<file path="src/hw/sibm_pkg.sv">
// shared constants and types for the serial byte master
package sibm_pkg;

  // ----------------------------------------------------------------
  // register byte addresses
  // ----------------------------------------------------------------
  localparam logic [15:0] SIBM_ADDR_FILT = 16'hf11a;
  localparam logic [15:0] SIBM_ADDR_DIVL = 16'hf11c;
  localparam logic [15:0] SIBM_ADDR_DIVH = 16'hf11d;
  localparam logic [15:0] SIBM_ADDR_CMD = 16'hf11e;
  localparam logic [15:0] SIBM_ADDR_TXD = 16'hf120;
  localparam logic [15:0] SIBM_ADDR_ACK = 16'hf122;
  localparam logic [15:0] SIBM_ADDR_RXD = 16'hf224;
  localparam logic [15:0] SIBM_ADDR_STAT = 16'hf226;

  // ----------------------------------------------------------------
  // field layouts and reset values
  // ----------------------------------------------------------------
  localparam int SIBM_CMD_PROTO = 3;
  localparam int SIBM_CMD_SEL2 = 4;
  localparam int SIBM_SPI_READ = 0;
  localparam int SIBM_SPI_CS = 1;
  localparam int SIBM_SPI_LAST = 2;
  localparam int SIBM_DIV_W = 12;
  localparam int SIBM_FILT_W = 4;
  localparam logic [7:0] SIBM_RST_BYTE = 8'h00;
  localparam logic [7:0] SIBM_UNMAPPED = 8'h00;

  // ----------------------------------------------------------------
  // command codes, bus phases, bit clock phases
  // ----------------------------------------------------------------
  localparam logic [2:0] SIBM_I2C_START = 3'h0;
  localparam logic [2:0] SIBM_I2C_STOP = 3'h1;
  localparam logic [2:0] SIBM_I2C_REL = 3'h2;
  localparam logic [2:0] SIBM_I2C_CTRL = 3'h4;
  localparam logic [2:0] SIBM_I2C_WRITE = 3'h5;
  localparam logic [2:0] SIBM_I2C_READ = 3'h6;
  localparam logic [2:0] SIBM_PH_IDLE = 3'h0;
  localparam logic [2:0] SIBM_PH_SLAVE = 3'h1;
  localparam logic [2:0] SIBM_PH_START_ADDR = 3'h2;
  localparam logic [2:0] SIBM_PH_DATA = 3'h3;
  localparam logic [2:0] SIBM_PH_READ = 3'h4;
  localparam logic [2:0] SIBM_PH_RDACK = 3'h5;
  localparam logic [1:0] SIBM_BP0 = 2'h0;
  localparam logic [1:0] SIBM_BP1 = 2'h1;
  localparam logic [1:0] SIBM_BP2 = 2'h2;
  localparam logic [2:0] SIBM_LAST_BIT = 3'h7;

  typedef enum logic [2:0] {
    SIBM_IDLE = 3'b000,
    SIBM_BITS = 3'b001,
    SIBM_ACK = 3'b011,
    SIBM_PUSH = 3'b010,
    SIBM_DONE = 3'b110,
    SIBM_COND = 3'b100
  } sibm_state_t;

endpackage

</file>
<file path="src/hw/sibm_top.sv">
// shared i2c / spi byte master with its receive buffer
`timescale 1ns/1ps

module sibm_fifo #(
  parameter int WIDTH = 8,
  parameter int DEPTH = 2
) (
  // clock and reset
  input wire logic sys_clk_i,
  input wire logic sys_rst_i,
  // fill side
  input wire logic in_valid_i,
  output logic in_ready_o,
  input wire logic [WIDTH-1:0] in_data_i,
  // drain side
  output logic out_valid_o,
  input wire logic out_ready_i,
  output logic [WIDTH-1:0] out_data_o
);
  localparam int AW = (DEPTH > 1) ? $clog2(DEPTH) : 1;
  localparam logic [AW:0] FULL_COUNT = (AW + 1)'(DEPTH);
  localparam logic [AW-1:0] LAST_IDX = AW'(DEPTH - 1);

  logic [WIDTH-1:0] mem [DEPTH];
  logic [AW-1:0] wr_ptr;
  logic [AW-1:0] rd_ptr;
  logic [AW:0] count;
  wire do_wr = in_valid_i && in_ready_o;
  wire do_rd = out_valid_o && out_ready_i;

  assign in_ready_o = (count != FULL_COUNT);
  assign out_valid_o = (count != '0);
  assign out_data_o = mem[rd_ptr];

  always_ff @(posedge sys_clk_i) begin
    if (do_wr) begin
      mem[wr_ptr] <= in_data_i;
    end
  end

  always_ff @(posedge sys_clk_i) begin
    if (sys_rst_i) begin
      wr_ptr <= '0;
      rd_ptr <= '0;
      count <= '0;
    end else begin
      if (do_wr) begin
        wr_ptr <= (wr_ptr == LAST_IDX) ? '0 : wr_ptr + 1'b1;
      end
      if (do_rd) begin
        rd_ptr <= (rd_ptr == LAST_IDX) ? '0 : rd_ptr + 1'b1;
      end
      if (do_wr && !do_rd) begin
        count <= count + 1'b1;
      end else if (do_rd && !do_wr) begin
        count <= count - 1'b1;
      end
    end
  end
endmodule // sibm_fifo

module sibm_top
  import sibm_pkg::*;
#(
  parameter int RX_DEPTH = 2
) (
  // clock and reset
  input wire logic sys_clk_i,
  input wire logic sys_rst_i,
  // processor register port
  input wire logic [15:0] bus_addr_i,
  input wire logic bus_wr_i,
  input wire logic bus_rd_i,
  input wire logic [7:0] bus_wdata_i,
  output logic [7:0] bus_rdata_o,
  // shared serial pins (clock / data)
  input wire logic scl_i,
  output logic scl_o,
  output logic scl_oe_n_o,
  input wire logic sda_i,
  output logic sda_o,
  output logic sda_oe_n_o,
  // spi only pins
  input wire logic miso_i,
  output logic select_line_zero_o,
  output logic select_line_one_o,
  // received byte stream
  output logic rx_valid_o,
  input wire logic rx_ready_i,
  output logic [7:0] rx_data_o
);

  // ----------------------------------------------------------------
  // registers
  // ----------------------------------------------------------------
  logic [7:0] serial_command;
  logic [7:0] transmit_byte;
  logic [7:0] receive_byte;
  logic [SIBM_FILT_W-1:0] glitch_filter_length;
  logic [SIBM_DIV_W-1:0] serial_clock_divider;
  logic read_ack_value;
  logic target_ack_seen;
  logic abort_flag;
  logic access_direction;
  logic [2:0] bus_phase;

  sibm_state_t state, next_state;
  logic [1:0] ph, next_ph;
  logic [2:0] bitn, next_bitn;
  logic [7:0] shreg, next_shreg;
  logic scl_lvl, next_scl;
  logic sda_lvl, next_sda;
  logic cs0, next_cs0;
  logic cs1, next_cs1;
  logic next_abort;
  logic next_ack;
  logic next_dir;
  logic [2:0] next_phase;
  logic [1:0] wr_cnt, next_wrcnt;
  logic push;
  logic fifo_ready;
  logic [SIBM_DIV_W-1:0] div_cnt;

  // ----------------------------------------------------------------
  // decode
  // ----------------------------------------------------------------
  wire sel_cmd = (bus_addr_i == SIBM_ADDR_CMD);
  wire idle = (state == SIBM_IDLE);
  wire launch = bus_wr_i && sel_cmd && idle;
  wire busy = !idle;
  wire protocol_select = serial_command[SIBM_CMD_PROTO];
  wire new_spi = bus_wdata_i[SIBM_CMD_PROTO];
  wire [2:0] code = serial_command[2:0];
  wire [2:0] new_code = bus_wdata_i[2:0];
  wire spi_read = code[SIBM_SPI_READ];
  wire i2c_read = (code == SIBM_I2C_READ);
  wire is_read = protocol_select ? spi_read : i2c_read;
  wire [SIBM_DIV_W-1:0] div_lim =
    (serial_clock_divider == '0) ? SIBM_DIV_W'(1) : serial_clock_divider;
  // three ticks make one serial clock period
  wire tick = busy && (div_cnt == div_lim - 1'b1);

  // start, stop and release levels {scl, sda} per bit phase
  function automatic logic [1:0] cond_lvl(input logic [2:0] c, input logic [1:0] p);
    logic [1:0] lv;
    lv = 2'b11;
    case (c)
      SIBM_I2C_START: lv = (p == SIBM_BP0) ? 2'b11 : (p == SIBM_BP1) ? 2'b10 : 2'b00;
      SIBM_I2C_STOP: lv = (p == SIBM_BP0) ? 2'b00 : (p == SIBM_BP1) ? 2'b10 : 2'b11;
      SIBM_I2C_REL: lv = (p == SIBM_BP0) ? 2'b01 : 2'b11;
      default: lv = 2'b11;
    endcase
    return lv;
  endfunction

  // ----------------------------------------------------------------
  // input glitch filter
  // ----------------------------------------------------------------
  logic [1:0] raw_in;
  logic [1:0] filt_in;
  assign raw_in = {sda_i, scl_i};
  wire sda_f = filt_in[1];

  genvar gk;
  generate
    for (gk = 0; gk < 2; gk++) begin : g_filt
      logic [SIBM_FILT_W-1:0] fcnt;
      wire differs = (raw_in[gk] != filt_in[gk]);
      // accept once the new level has held for the programmed length
      wire accept = ({1'b0, fcnt} + 1'b1) >= {1'b0, glitch_filter_length};
      always_ff @(posedge sys_clk_i) begin
        if (sys_rst_i) begin
          filt_in[gk] <= 1'b1;
          fcnt <= '0;
        end else if (!differs) begin
          fcnt <= '0;
        end else if (accept) begin
          filt_in[gk] <= raw_in[gk];
          fcnt <= '0;
        end else begin
          fcnt <= fcnt + 1'b1;
        end
      end
    end
  endgenerate

  // spi data in bypasses the filter
  wire in_bit = protocol_select ? miso_i : sda_f;

  // ----------------------------------------------------------------
  // register port
  // ----------------------------------------------------------------
  always_ff @(posedge sys_clk_i) begin
    if (sys_rst_i) begin
      serial_command <= SIBM_RST_BYTE;
      transmit_byte <= SIBM_RST_BYTE;
      glitch_filter_length <= '0;
      serial_clock_divider <= '0;
      read_ack_value <= 1'b0;
    end else if (bus_wr_i) begin
      if (launch) begin
        serial_command <= bus_wdata_i;
      end
      if (bus_addr_i == SIBM_ADDR_TXD) begin
        transmit_byte <= bus_wdata_i;
      end
      if (bus_addr_i == SIBM_ADDR_FILT) begin
        glitch_filter_length <= bus_wdata_i[SIBM_FILT_W-1:0];
      end
      if (bus_addr_i == SIBM_ADDR_DIVL) begin
        serial_clock_divider[7:0] <= bus_wdata_i;
      end
      if (bus_addr_i == SIBM_ADDR_DIVH) begin
        serial_clock_divider[SIBM_DIV_W-1:8] <= bus_wdata_i[SIBM_DIV_W-9:0];
      end
      if (bus_addr_i == SIBM_ADDR_ACK) begin
        read_ack_value <= bus_wdata_i[0];
      end
    end
  end

  wire [7:0] status = {1'b0, access_direction, bus_phase,
                       target_ack_seen, abort_flag, busy};
  wire [7:0] div_hi = {{(16 - SIBM_DIV_W){1'b0}}, serial_clock_divider[SIBM_DIV_W-1:8]};
  wire [7:0] rd_mux =
    (bus_addr_i == SIBM_ADDR_CMD) ? serial_command :
    (bus_addr_i == SIBM_ADDR_TXD) ? transmit_byte :
    (bus_addr_i == SIBM_ADDR_RXD) ? receive_byte :
    (bus_addr_i == SIBM_ADDR_STAT) ? status :
    (bus_addr_i == SIBM_ADDR_ACK) ? {7'h00, read_ack_value} :
    (bus_addr_i == SIBM_ADDR_FILT) ? {4'h0, glitch_filter_length} :
    (bus_addr_i == SIBM_ADDR_DIVL) ? serial_clock_divider[7:0] :
    (bus_addr_i == SIBM_ADDR_DIVH) ? div_hi : SIBM_UNMAPPED;

  always_ff @(posedge sys_clk_i) begin
    if (sys_rst_i) begin
      bus_rdata_o <= SIBM_RST_BYTE;
    end else if (bus_rd_i) begin
      bus_rdata_o <= rd_mux;
    end
  end

  // ----------------------------------------------------------------
  // serial clock tick
  // ----------------------------------------------------------------
  always_ff @(posedge sys_clk_i) begin
    if (sys_rst_i || !busy || tick) begin
      div_cnt <= '0;
    end else begin
      div_cnt <= div_cnt + 1'b1;
    end
  end

  // ----------------------------------------------------------------
  // command engine
  // ----------------------------------------------------------------
  always_comb begin
    next_state = state;
    next_ph = ph;
    next_bitn = bitn;
    next_shreg = shreg;
    next_scl = scl_lvl;
    next_sda = sda_lvl;
    next_cs0 = cs0;
    next_cs1 = cs1;
    next_abort = abort_flag;
    next_ack = target_ack_seen;
    next_dir = access_direction;
    next_phase = bus_phase;
    next_wrcnt = wr_cnt;
    push = 1'b0;
    case (state)
      SIBM_IDLE: begin
        if (launch) begin
          next_ph = SIBM_BP0;
          next_bitn = '0;
          next_shreg = transmit_byte;
          if (new_spi) begin
            next_state = SIBM_BITS;
            next_scl = 1'b0;
            next_sda = transmit_byte[7];
            next_cs0 = bus_wdata_i[SIBM_SPI_CS];
            next_cs1 = !bus_wdata_i[SIBM_SPI_CS];
          end else begin
            next_abort = 1'b0;
            case (new_code)
              SIBM_I2C_START, SIBM_I2C_STOP, SIBM_I2C_REL: begin
                next_state = SIBM_COND;
                {next_scl, next_sda} = cond_lvl(new_code, SIBM_BP0);
                if (new_code == SIBM_I2C_START) begin
                  next_wrcnt = '0;
                end
              end
              SIBM_I2C_CTRL, SIBM_I2C_WRITE: begin
                next_state = SIBM_BITS;
                next_scl = 1'b0;
                next_sda = transmit_byte[7];
                next_dir = 1'b1;
                next_phase = (wr_cnt == 2'd0) ? SIBM_PH_SLAVE :
                             (wr_cnt == 2'd1) ? SIBM_PH_START_ADDR : SIBM_PH_DATA;
              end
              SIBM_I2C_READ: begin
                next_state = SIBM_BITS;
                next_scl = 1'b0;
                next_sda = 1'b1;
                next_dir = 1'b0;
                next_phase = SIBM_PH_READ;
              end
              // reserved codes end at once with no bus activity
              default: next_state = SIBM_DONE;
            endcase
          end
        end
      end
      SIBM_COND: begin
        if (tick) begin
          if (ph == SIBM_BP2) begin
            next_state = SIBM_DONE;
          end else begin
            next_ph = ph + 1'b1;
            {next_scl, next_sda} = cond_lvl(code, ph + 1'b1);
          end
        end
      end
      SIBM_BITS: begin
        if (tick) begin
          case (ph)
            SIBM_BP0: begin
              next_ph = SIBM_BP1;
              next_scl = 1'b1;
            end
            SIBM_BP1: begin
              next_ph = SIBM_BP2;
              next_shreg = {shreg[6:0], in_bit};
              if (!protocol_select && code == SIBM_I2C_CTRL && shreg[7] && !sda_f) begin
                next_abort = 1'b1;
                next_sda = 1'b1;
                next_state = SIBM_DONE;
              end
            end
            default: begin
              next_ph = SIBM_BP0;
              next_scl = 1'b0;
              if (bitn != SIBM_LAST_BIT) begin
                next_bitn = bitn + 1'b1;
                next_sda = (!protocol_select && i2c_read) ? 1'b1 : shreg[7];
              end else if (protocol_select) begin
                if (code[SIBM_SPI_LAST]) begin
                  next_cs0 = 1'b1;
                  next_cs1 = 1'b1;
                end
                next_state = spi_read ? SIBM_PUSH : SIBM_DONE;
              end else begin
                next_state = SIBM_ACK;
                next_sda = i2c_read ? read_ack_value : 1'b1;
                if (i2c_read) begin
                  next_phase = SIBM_PH_RDACK;
                end
              end
            end
          endcase
        end
      end
      SIBM_ACK: begin
        if (tick) begin
          case (ph)
            SIBM_BP0: begin
              next_ph = SIBM_BP1;
              next_scl = 1'b1;
            end
            SIBM_BP1: begin
              next_ph = SIBM_BP2;
              if (!i2c_read) begin
                next_ack = sda_f;
              end
            end
            default: begin
              next_ph = SIBM_BP0;
              next_scl = 1'b0;
              next_sda = 1'b1;
              if (!i2c_read && wr_cnt != 2'd2) begin
                next_wrcnt = wr_cnt + 1'b1;
              end
              next_state = i2c_read ? SIBM_PUSH : SIBM_DONE;
            end
          endcase
        end
      end
      SIBM_PUSH: begin
        // a full buffer holds the command busy instead of dropping the byte
        push = 1'b1;
        if (fifo_ready) begin
          next_state = SIBM_DONE;
        end
      end
      SIBM_DONE: begin
        next_state = SIBM_IDLE;
        next_phase = SIBM_PH_IDLE;
      end
      default: next_state = SIBM_IDLE;
    endcase
  end

  always_ff @(posedge sys_clk_i) begin
    if (sys_rst_i) begin
      state <= SIBM_IDLE;
      ph <= SIBM_BP0;
      bitn <= '0;
      shreg <= SIBM_RST_BYTE;
      scl_lvl <= 1'b1;
      sda_lvl <= 1'b1;
      cs0 <= 1'b1;
      cs1 <= 1'b1;
      abort_flag <= 1'b0;
      target_ack_seen <= 1'b0;
      access_direction <= 1'b0;
      bus_phase <= SIBM_PH_IDLE;
      wr_cnt <= '0;
      receive_byte <= SIBM_RST_BYTE;
    end else begin
      state <= next_state;
      ph <= next_ph;
      bitn <= next_bitn;
      shreg <= next_shreg;
      scl_lvl <= next_scl;
      sda_lvl <= next_sda;
      cs0 <= next_cs0;
      cs1 <= next_cs1;
      abort_flag <= next_abort;
      target_ack_seen <= next_ack;
      access_direction <= next_dir;
      bus_phase <= next_phase;
      wr_cnt <= next_wrcnt;
      if (push && fifo_ready) begin
        receive_byte <= shreg;
      end
    end
  end

  // ----------------------------------------------------------------
  // receive buffer and pins
  // ----------------------------------------------------------------
  sibm_fifo #(
    .WIDTH(8),
    .DEPTH(RX_DEPTH)
  ) u_rx_fifo (
    .sys_clk_i(sys_clk_i),
    .sys_rst_i(sys_rst_i),
    .in_valid_i(push),
    .in_ready_o(fifo_ready),
    .in_data_i(shreg),
    .out_valid_o(rx_valid_o),
    .out_ready_i(rx_ready_i),
    .out_data_o(rx_data_o)
  );

  // i2c pulls low only; spi drives both levels
  assign scl_o = protocol_select ? scl_lvl : 1'b0;
  assign scl_oe_n_o = protocol_select ? 1'b0 : scl_lvl;
  assign sda_o = protocol_select ? sda_lvl : 1'b0;
  assign sda_oe_n_o = protocol_select ? 1'b0 : sda_lvl;
  assign select_line_zero_o = cs0;
  assign select_line_one_o = cs1;

endmodule // sibm_top

</file>
<file path="config.mk">
export PLATFORM = sky130hd
export DESIGN_NAME = sibm_top
export DESIGN_NICKNAME = d
export VERILOG_FILES = /design/src/hw/sibm_pkg.sv /design/src/hw/sibm_top.sv
export SDC_FILE = /design/constraint.sdc
export NUM_CORES = 1
export LEC_CHECK = 0
export ABC_CLOCK_PERIOD_IN_PS = 6400
export BUFFER_PORTS_ARGS = -buffer_cell sky130_fd_sc_hd__buf_4
export CAP_MARGIN = 20
export CORE_MARGIN = 3
export CORE_UTILIZATION = 45
export CTS_CLUSTER_SIZE = 10
export DETAILED_ROUTE_END_ITERATION = 12
export GPL_TIMING_DRIVEN = 0
export SLEW_MARGIN = 20
export SYNTH_ARGS = -nofsm -noshare
export SYNTH_HDL_FRONTEND = slang
export SYNTH_SLANG_ARGS = --single-unit
</file>
<file path="constraint.sdc">
create_clock -name sys_clk_i -period 6.4 [get_ports sys_clk_i]
set_input_delay 0 -clock sys_clk_i [delete_from_list [all_inputs] [get_ports sys_clk_i]]
set_output_delay 0 -clock sys_clk_i [all_outputs]
set_load 0.03 [all_outputs]
</file>
# [Yosys cells after proc, flatten, opt, wreduce, memory -nomap -nowiden]
# Memory sizes are Yosys's and may differ from the RTL's. A register that Yosys moved wholly into a read port is not among the register bits.
# Cells that the tools add are included.
[word_totals] register_bits=98 ramBits=16 out_inout_bits=23 word_cells=286 n_memories=1
[op_classes] addsub=11 magnitude_cmp=1 n_eq_ne=62 muxes=120 bitwise_logic=3 reduce_logical=61
[mem_list] memory="u_rx_fifo.mem" depth=2 width=8 read_ports=1 rd_ports_with_merged_regs=1 write_ports=1 line="sibm_top.sv:24" text="logic [WIDTH-1:0] mem [DEPTH];"
[ops] cell="16-bit equality test (second input constant)" count=8
[ops] cell="8-bit two-way mux" count=10
[ops] cell="3-bit two-way mux" count=24
[ops] cell="1-bit two-way mux" count=44
[ops] cell="2-bit != test (second input constant)" count=22
[ops] cell="2-bit two-way mux" count=18
[ops] cell="3-bit one-hot mux with 2 select lines" count=4
[ops] cell="3-bit equality test (second input constant)" count=7
[ops] cell="8-bit one-hot mux with 2 select lines" count=1
[ops] cell="8-bit AND reduction" count=2
[ops] cell="3-bit one-hot mux with 5 select lines" count=1
[ops] cell="1-bit one-hot mux with 2 select lines" count=7
[ops] cell="2-bit AND reduction" count=7
[ops] cell="12-bit by 1-bit adder with 12-bit output (second input constant)" count=1
[ops] cell="12-bit equality test" count=1
[ops] cell="3-bit by 2-bit equality test with 1-bit output (second input constant)" count=4
[ops] cell="1-bit logical AND" count=12
[ops] cell="12-bit zero test" count=1
[ops] cell="12-bit two-way mux" count=1
[ops] cell="2-bit one-hot mux with 2 select lines" count=3
[ops] cell="2-bit one-hot mux with 3 select lines" count=2
[ops] cell="4-bit AND reduction" count=3
[ops] cell="12-bit by 1-bit subtractor with 12-bit output (second input constant)" count=1
[ops] cell="11-bit AND reduction" count=1
[ops] cell="36 further kinds" count=73

# [Depth between registers and ports, before layout]
[logic_depth] word_depth=9 mapped_depth=14 mapped_depth_nobuf=11

# [Hierarchy]
# From an unflattened synthesis, not the netlist that was laid out.
[hier_totals] hier_cells=776 area_unflattened_um2=6482.5
[by_module_without_submodules] mod="sibm_top" instances=1 cells_per_inst=727 area_per_inst_um2=5676.7
[by_module_without_submodules] mod="sibm_fifo" instances=1 cells_per_inst=49 area_per_inst_um2=805.8

# [Worst setup path before layout]
# OpenSTA, ideal clock, no wires.
[synth_timing] kind="register to register" from="reg serial_clock_divider[9]" to="reg bitn[1]" arrival_time_ps=3212 path_slack_ps=3129 path_stages_with_launch=14 path_cell_list="dfxtp_1 clkbuf_1 nor4_1 a31oi_1 ha_1 or3b_2 nor4_1 nor3_1 a2111oi_4 nand4b_2 buf_6 o31a_1 nor4b_1 a31o_1"
[synth_via] elab_chain_len=7
[synth_rtl] item="start: declaration" line="sibm_top.sv:100" text="logic [SIBM_DIV_W-1:0] serial_clock_divider;"
[synth_rtl] item="start signal: indexed assignment" line="sibm_top.sv:214" text="serial_clock_divider[SIBM_DIV_W-1:8] <= bus_wdata_i[SIBM_DIV_W-9:0];"
[synth_rtl] item="12-bit zero test" line="sibm_top.sv:139" text="(serial_clock_divider == '0) ? SIBM_DIV_W'(1) : serial_clock_divider;"
[synth_rtl] item="12-bit two-way mux *" line="sibm_top.sv:139"
[synth_rtl] item="12-bit by 1-bit subtractor with 12-bit output *" line="sibm_top.sv:141" text="wire tick = busy && (div_cnt == div_lim - 1'b1);"
[synth_rtl] item="12-bit equality test *" line="sibm_top.sv:141"
[synth_rtl] item="1-bit logical AND *" line="sibm_top.sv:141"
[synth_rtl] item="2-bit != test (no line) *"
[synth_rtl] item="5-bit AND reduction (no line) *"
[synth_rtl] item="end signal: assignment" line="sibm_top.sv:423" text="bitn <= next_bitn;"
[synth_rtl] item="end: declaration" line="sibm_top.sv:109" text="logic [2:0] bitn, next_bitn;"
# Every way passes the cells marked *; elsewhere a longest branch is shown, timed or not.
# A chain may end at the register's enable or synchronous reset.

# [Final worst setup path]
[layout_timing] from="reg serial_clock_divider[6]" to="reg bitn[2]"
# The elaborated chain is that of the path after synthesis.

==> out/metrics.cfg <==
[critical_path]
crit_path_end_kind = flip-flop
start_kind = flip-flop
worstPathCellList = buf_2, nor4_1, a31oi_1, ha_1, nor3b_1, a211oi_1, nor3_1, a2111oi_4, nand4b_2, buf_6, o31a_1, nor4b_1, a31o_1
critPathKind = flip-flop to flip-flop
cp.arrival_ns = 4.25
cp_slowest_stage_delay_ns = 0.71
crit_slowest_cell = nor4_1
crit_fanout = 10
required_ns = 6.77

[die]
num_rows = 42
die_h_um = 124
die-width_um = 124
die_area_mm2 = 0.0154
num_io_pins = 55
start_util_pct = 46.7
core-area_mm2 = 0.0135

[clock_network]
clkTransAtPathRegs_ns = 0.06
cts_buffer_depth = 2
clock-root-buffer = clkbuf_16
cts_buffers = 17
cts_tree = built
cts_resized = 0
cts_setup_buffers = 0
htreeDepth = 4
cts_sinks = 115
insertion_delay_ns = 0.43
cts_hold_buf = 8

[timing]
hold_violations = 0
max_slew_margin_pct = 34.0
period_share_pct = 60.7
hold_slack_ns = 0.0202
fmax_ghz = 0.257
setup_viol = 0
grt_setup_unrepaired = false
tns_ns = 0
slew_viol_final = 0
fin_skew_ns = 0.0112
tightestPinTransition_ns = 0.983
period_minus_slack_ns = 3.88

[placed_design]
io_buffers = 50
gp_congestion = 0.955
place_inst = 980
dp_hpwl_um = 14100

[synthesis]
synth_top_cell_area_share_pct = 31.6
synth_area_mm2 = 0.00628
synthArstFlopShare_pct = 0
yosysWarnings = 0
synth-seq-area-share_pct = 39.2
synth_top_area_cell = dfxtp_1
synth_edf_count = 16
synth_cell_type_count = 68
synth_nets = 804
avgSynthCellArea_um2 = 8.33
yosys_register_bits = 115
synthTopCellsByArea = dfxtp_1 (32%), edfxtp_1 (7.6%), nand2_1 (5.7%), nor2_1 (4.5%), a21oi_1 (4.4%)
syn_inst = 754
synth_ff_type = dfxtp_1

[layout]
regArea_mm2 = 0.00246
syn_to_final_growth_pct = 19.7
final_cells = 1020
final_nets = 881
drive_gt1_share_pct = 14.1
multi_input_area_mm2 = 0.00353
fin_util_pct = 55.9
final_common_cell = dfxtp_1
antenna_cells = 0
fill_cells = 1286
final_cell_mix = dfxtp_1 (99), nand2_1 (96), nor2_1 (76), a21oi_1 (55), buf_4 (50)

[global_routing]
track_usage_pct = 25.7
grt_pass1_wl_um = 30000
grt_overflow_total = 0
grt_start_max_net_pins = 17
grt_pass1_vias = 5582
antenna_found_initial = 0

[flow_run]
cap_violations = 0

[detailed_routing]
detailroute.via_count = 5989
avgRoutedWirePerCell_um = 18.8
wirelength_um = 19200
antenna_left = 0
drc = 0
viasPerCell = 5.87
dr.first_iter.drc_count = 597
first_pass_iters = 5

[min_path]
hold_class = input port to flip-flop

[power]
power_uw = 2150
p_leak_uw = 0.00280
power_density_mw_per_mm2 = 287
peakVddDrop_uv = 164

[run_status]
outcome = finished, final reports clean

==> flip-flops by register name (all words and copies together) (netlist names), 3 cells and up, named ones only <==
signal,count
serial_clock_divider,12
div_cnt,12
bus_phase,3
g_filt.fcnt,4
u_rx_fifo.mem,16
state,3
glitch_filter_length,4
bitn,3
receive_byte,8
bus_rdata_o,8
shreg,8
serial_command,8
transmit_byte,8
==> cells in the mapped netlist, types with 9 or more instances <==
master	n
nor2_1	76
ha_1	18
nor2b_1	17
a21oi_1	55
dfxtp_1	99
mux2i_1	27
o21ai_0	17
edfxtp_1	16
mux2_2	10
nand2b_1	9
nor4_1	14
nor3_1	25
nand2_1	96
nand3_1	45
xnor2_1	12
and3_1	9
xor2_1	16
clkbuf_1	40
o31ai_1	11
inv_1	19
or3_1	10
==> layer usage <==
metal  share of wire (%)  routed length, µm  up-vias  GRT usage [%]
met5                   0                  0        -              0
met4                 2.6                499        0           11.1
met3                 7.7               1480       43           6.45
met2                  46               8770      224           40.1
met1                  44               8410     2864           33.9
li1                    -                  -     2858              -
==> final cells by class <==
type                            instances  area share (%)
Buffer                                 49            2.83
Inverter                               22            1.10
Timing Repair Buffer                   58            6.06
Sequential cell                       115            32.8
Clock buffer                           17            5.66
Multi-Input combinational cell        568            47.0
Clock inverter                         15            1.63
Tap cell                              176            2.93
==> final timing paths <==
kind / start / to / slack [ns] / depth (start not counted)
worst max register to register: serial_clock_divider[6] / bitn[2] / 2.52 / 13
worst min register to register: serial_command[4] / serial_command[4] / 0.45 / 2
worst max-delay path: serial_clock_divider[6] / bitn[2] / 2.52 / 13
worst min-delay path: bus_wdata_i[1] / state[1] / 0.02 / 3
==> kinds of logic after synthesis <==
logic type / synth area share (%)
buffers and inverters: 4.70
flip-flops: 39.2
AO/OA/AOI/OAI: 15.8
AND/OR/NAND/NOR: 26.8
XOR/XNOR: 3.90
multiplexers: 6.10
adder cells (fa/ha/maj): 3.59
==> per-stage QoR <==
| step | area (µm²) | setup slack (ns) |
|---|---|---|
| 2_1_floorplan | 6280 | 3.13 |
| 3_3_place_gp | 6880 | 2.55 |
| 3_5_place_dp | 6890 | 2.57 |
| 4_1_cts | 7520 | 2.52 |
| 5_1_grt | 7520 | 2.21 |
| 6_report | 7520 | 2.52 |
==> critical path, delay by kind of cell, from the launching register on <==
family	cells	cell delay (ns)
buffers and inverters	2	0.39
DFF	1	0.29
AOI/OAI and AO/OA	5	1.29
and+or+nand+nor	5	1.57
adders and majority gates	1	0.29
==> report_power, final <==
group	leakage [µW]	switching, µW	total [µW]	internal [µW]
clock network	0.000264	386	890	504
registers	0.000943	21.4	777	755
logic	0.00159	313	487	174
Note: power is estimated with default switching activity, not from simulation.
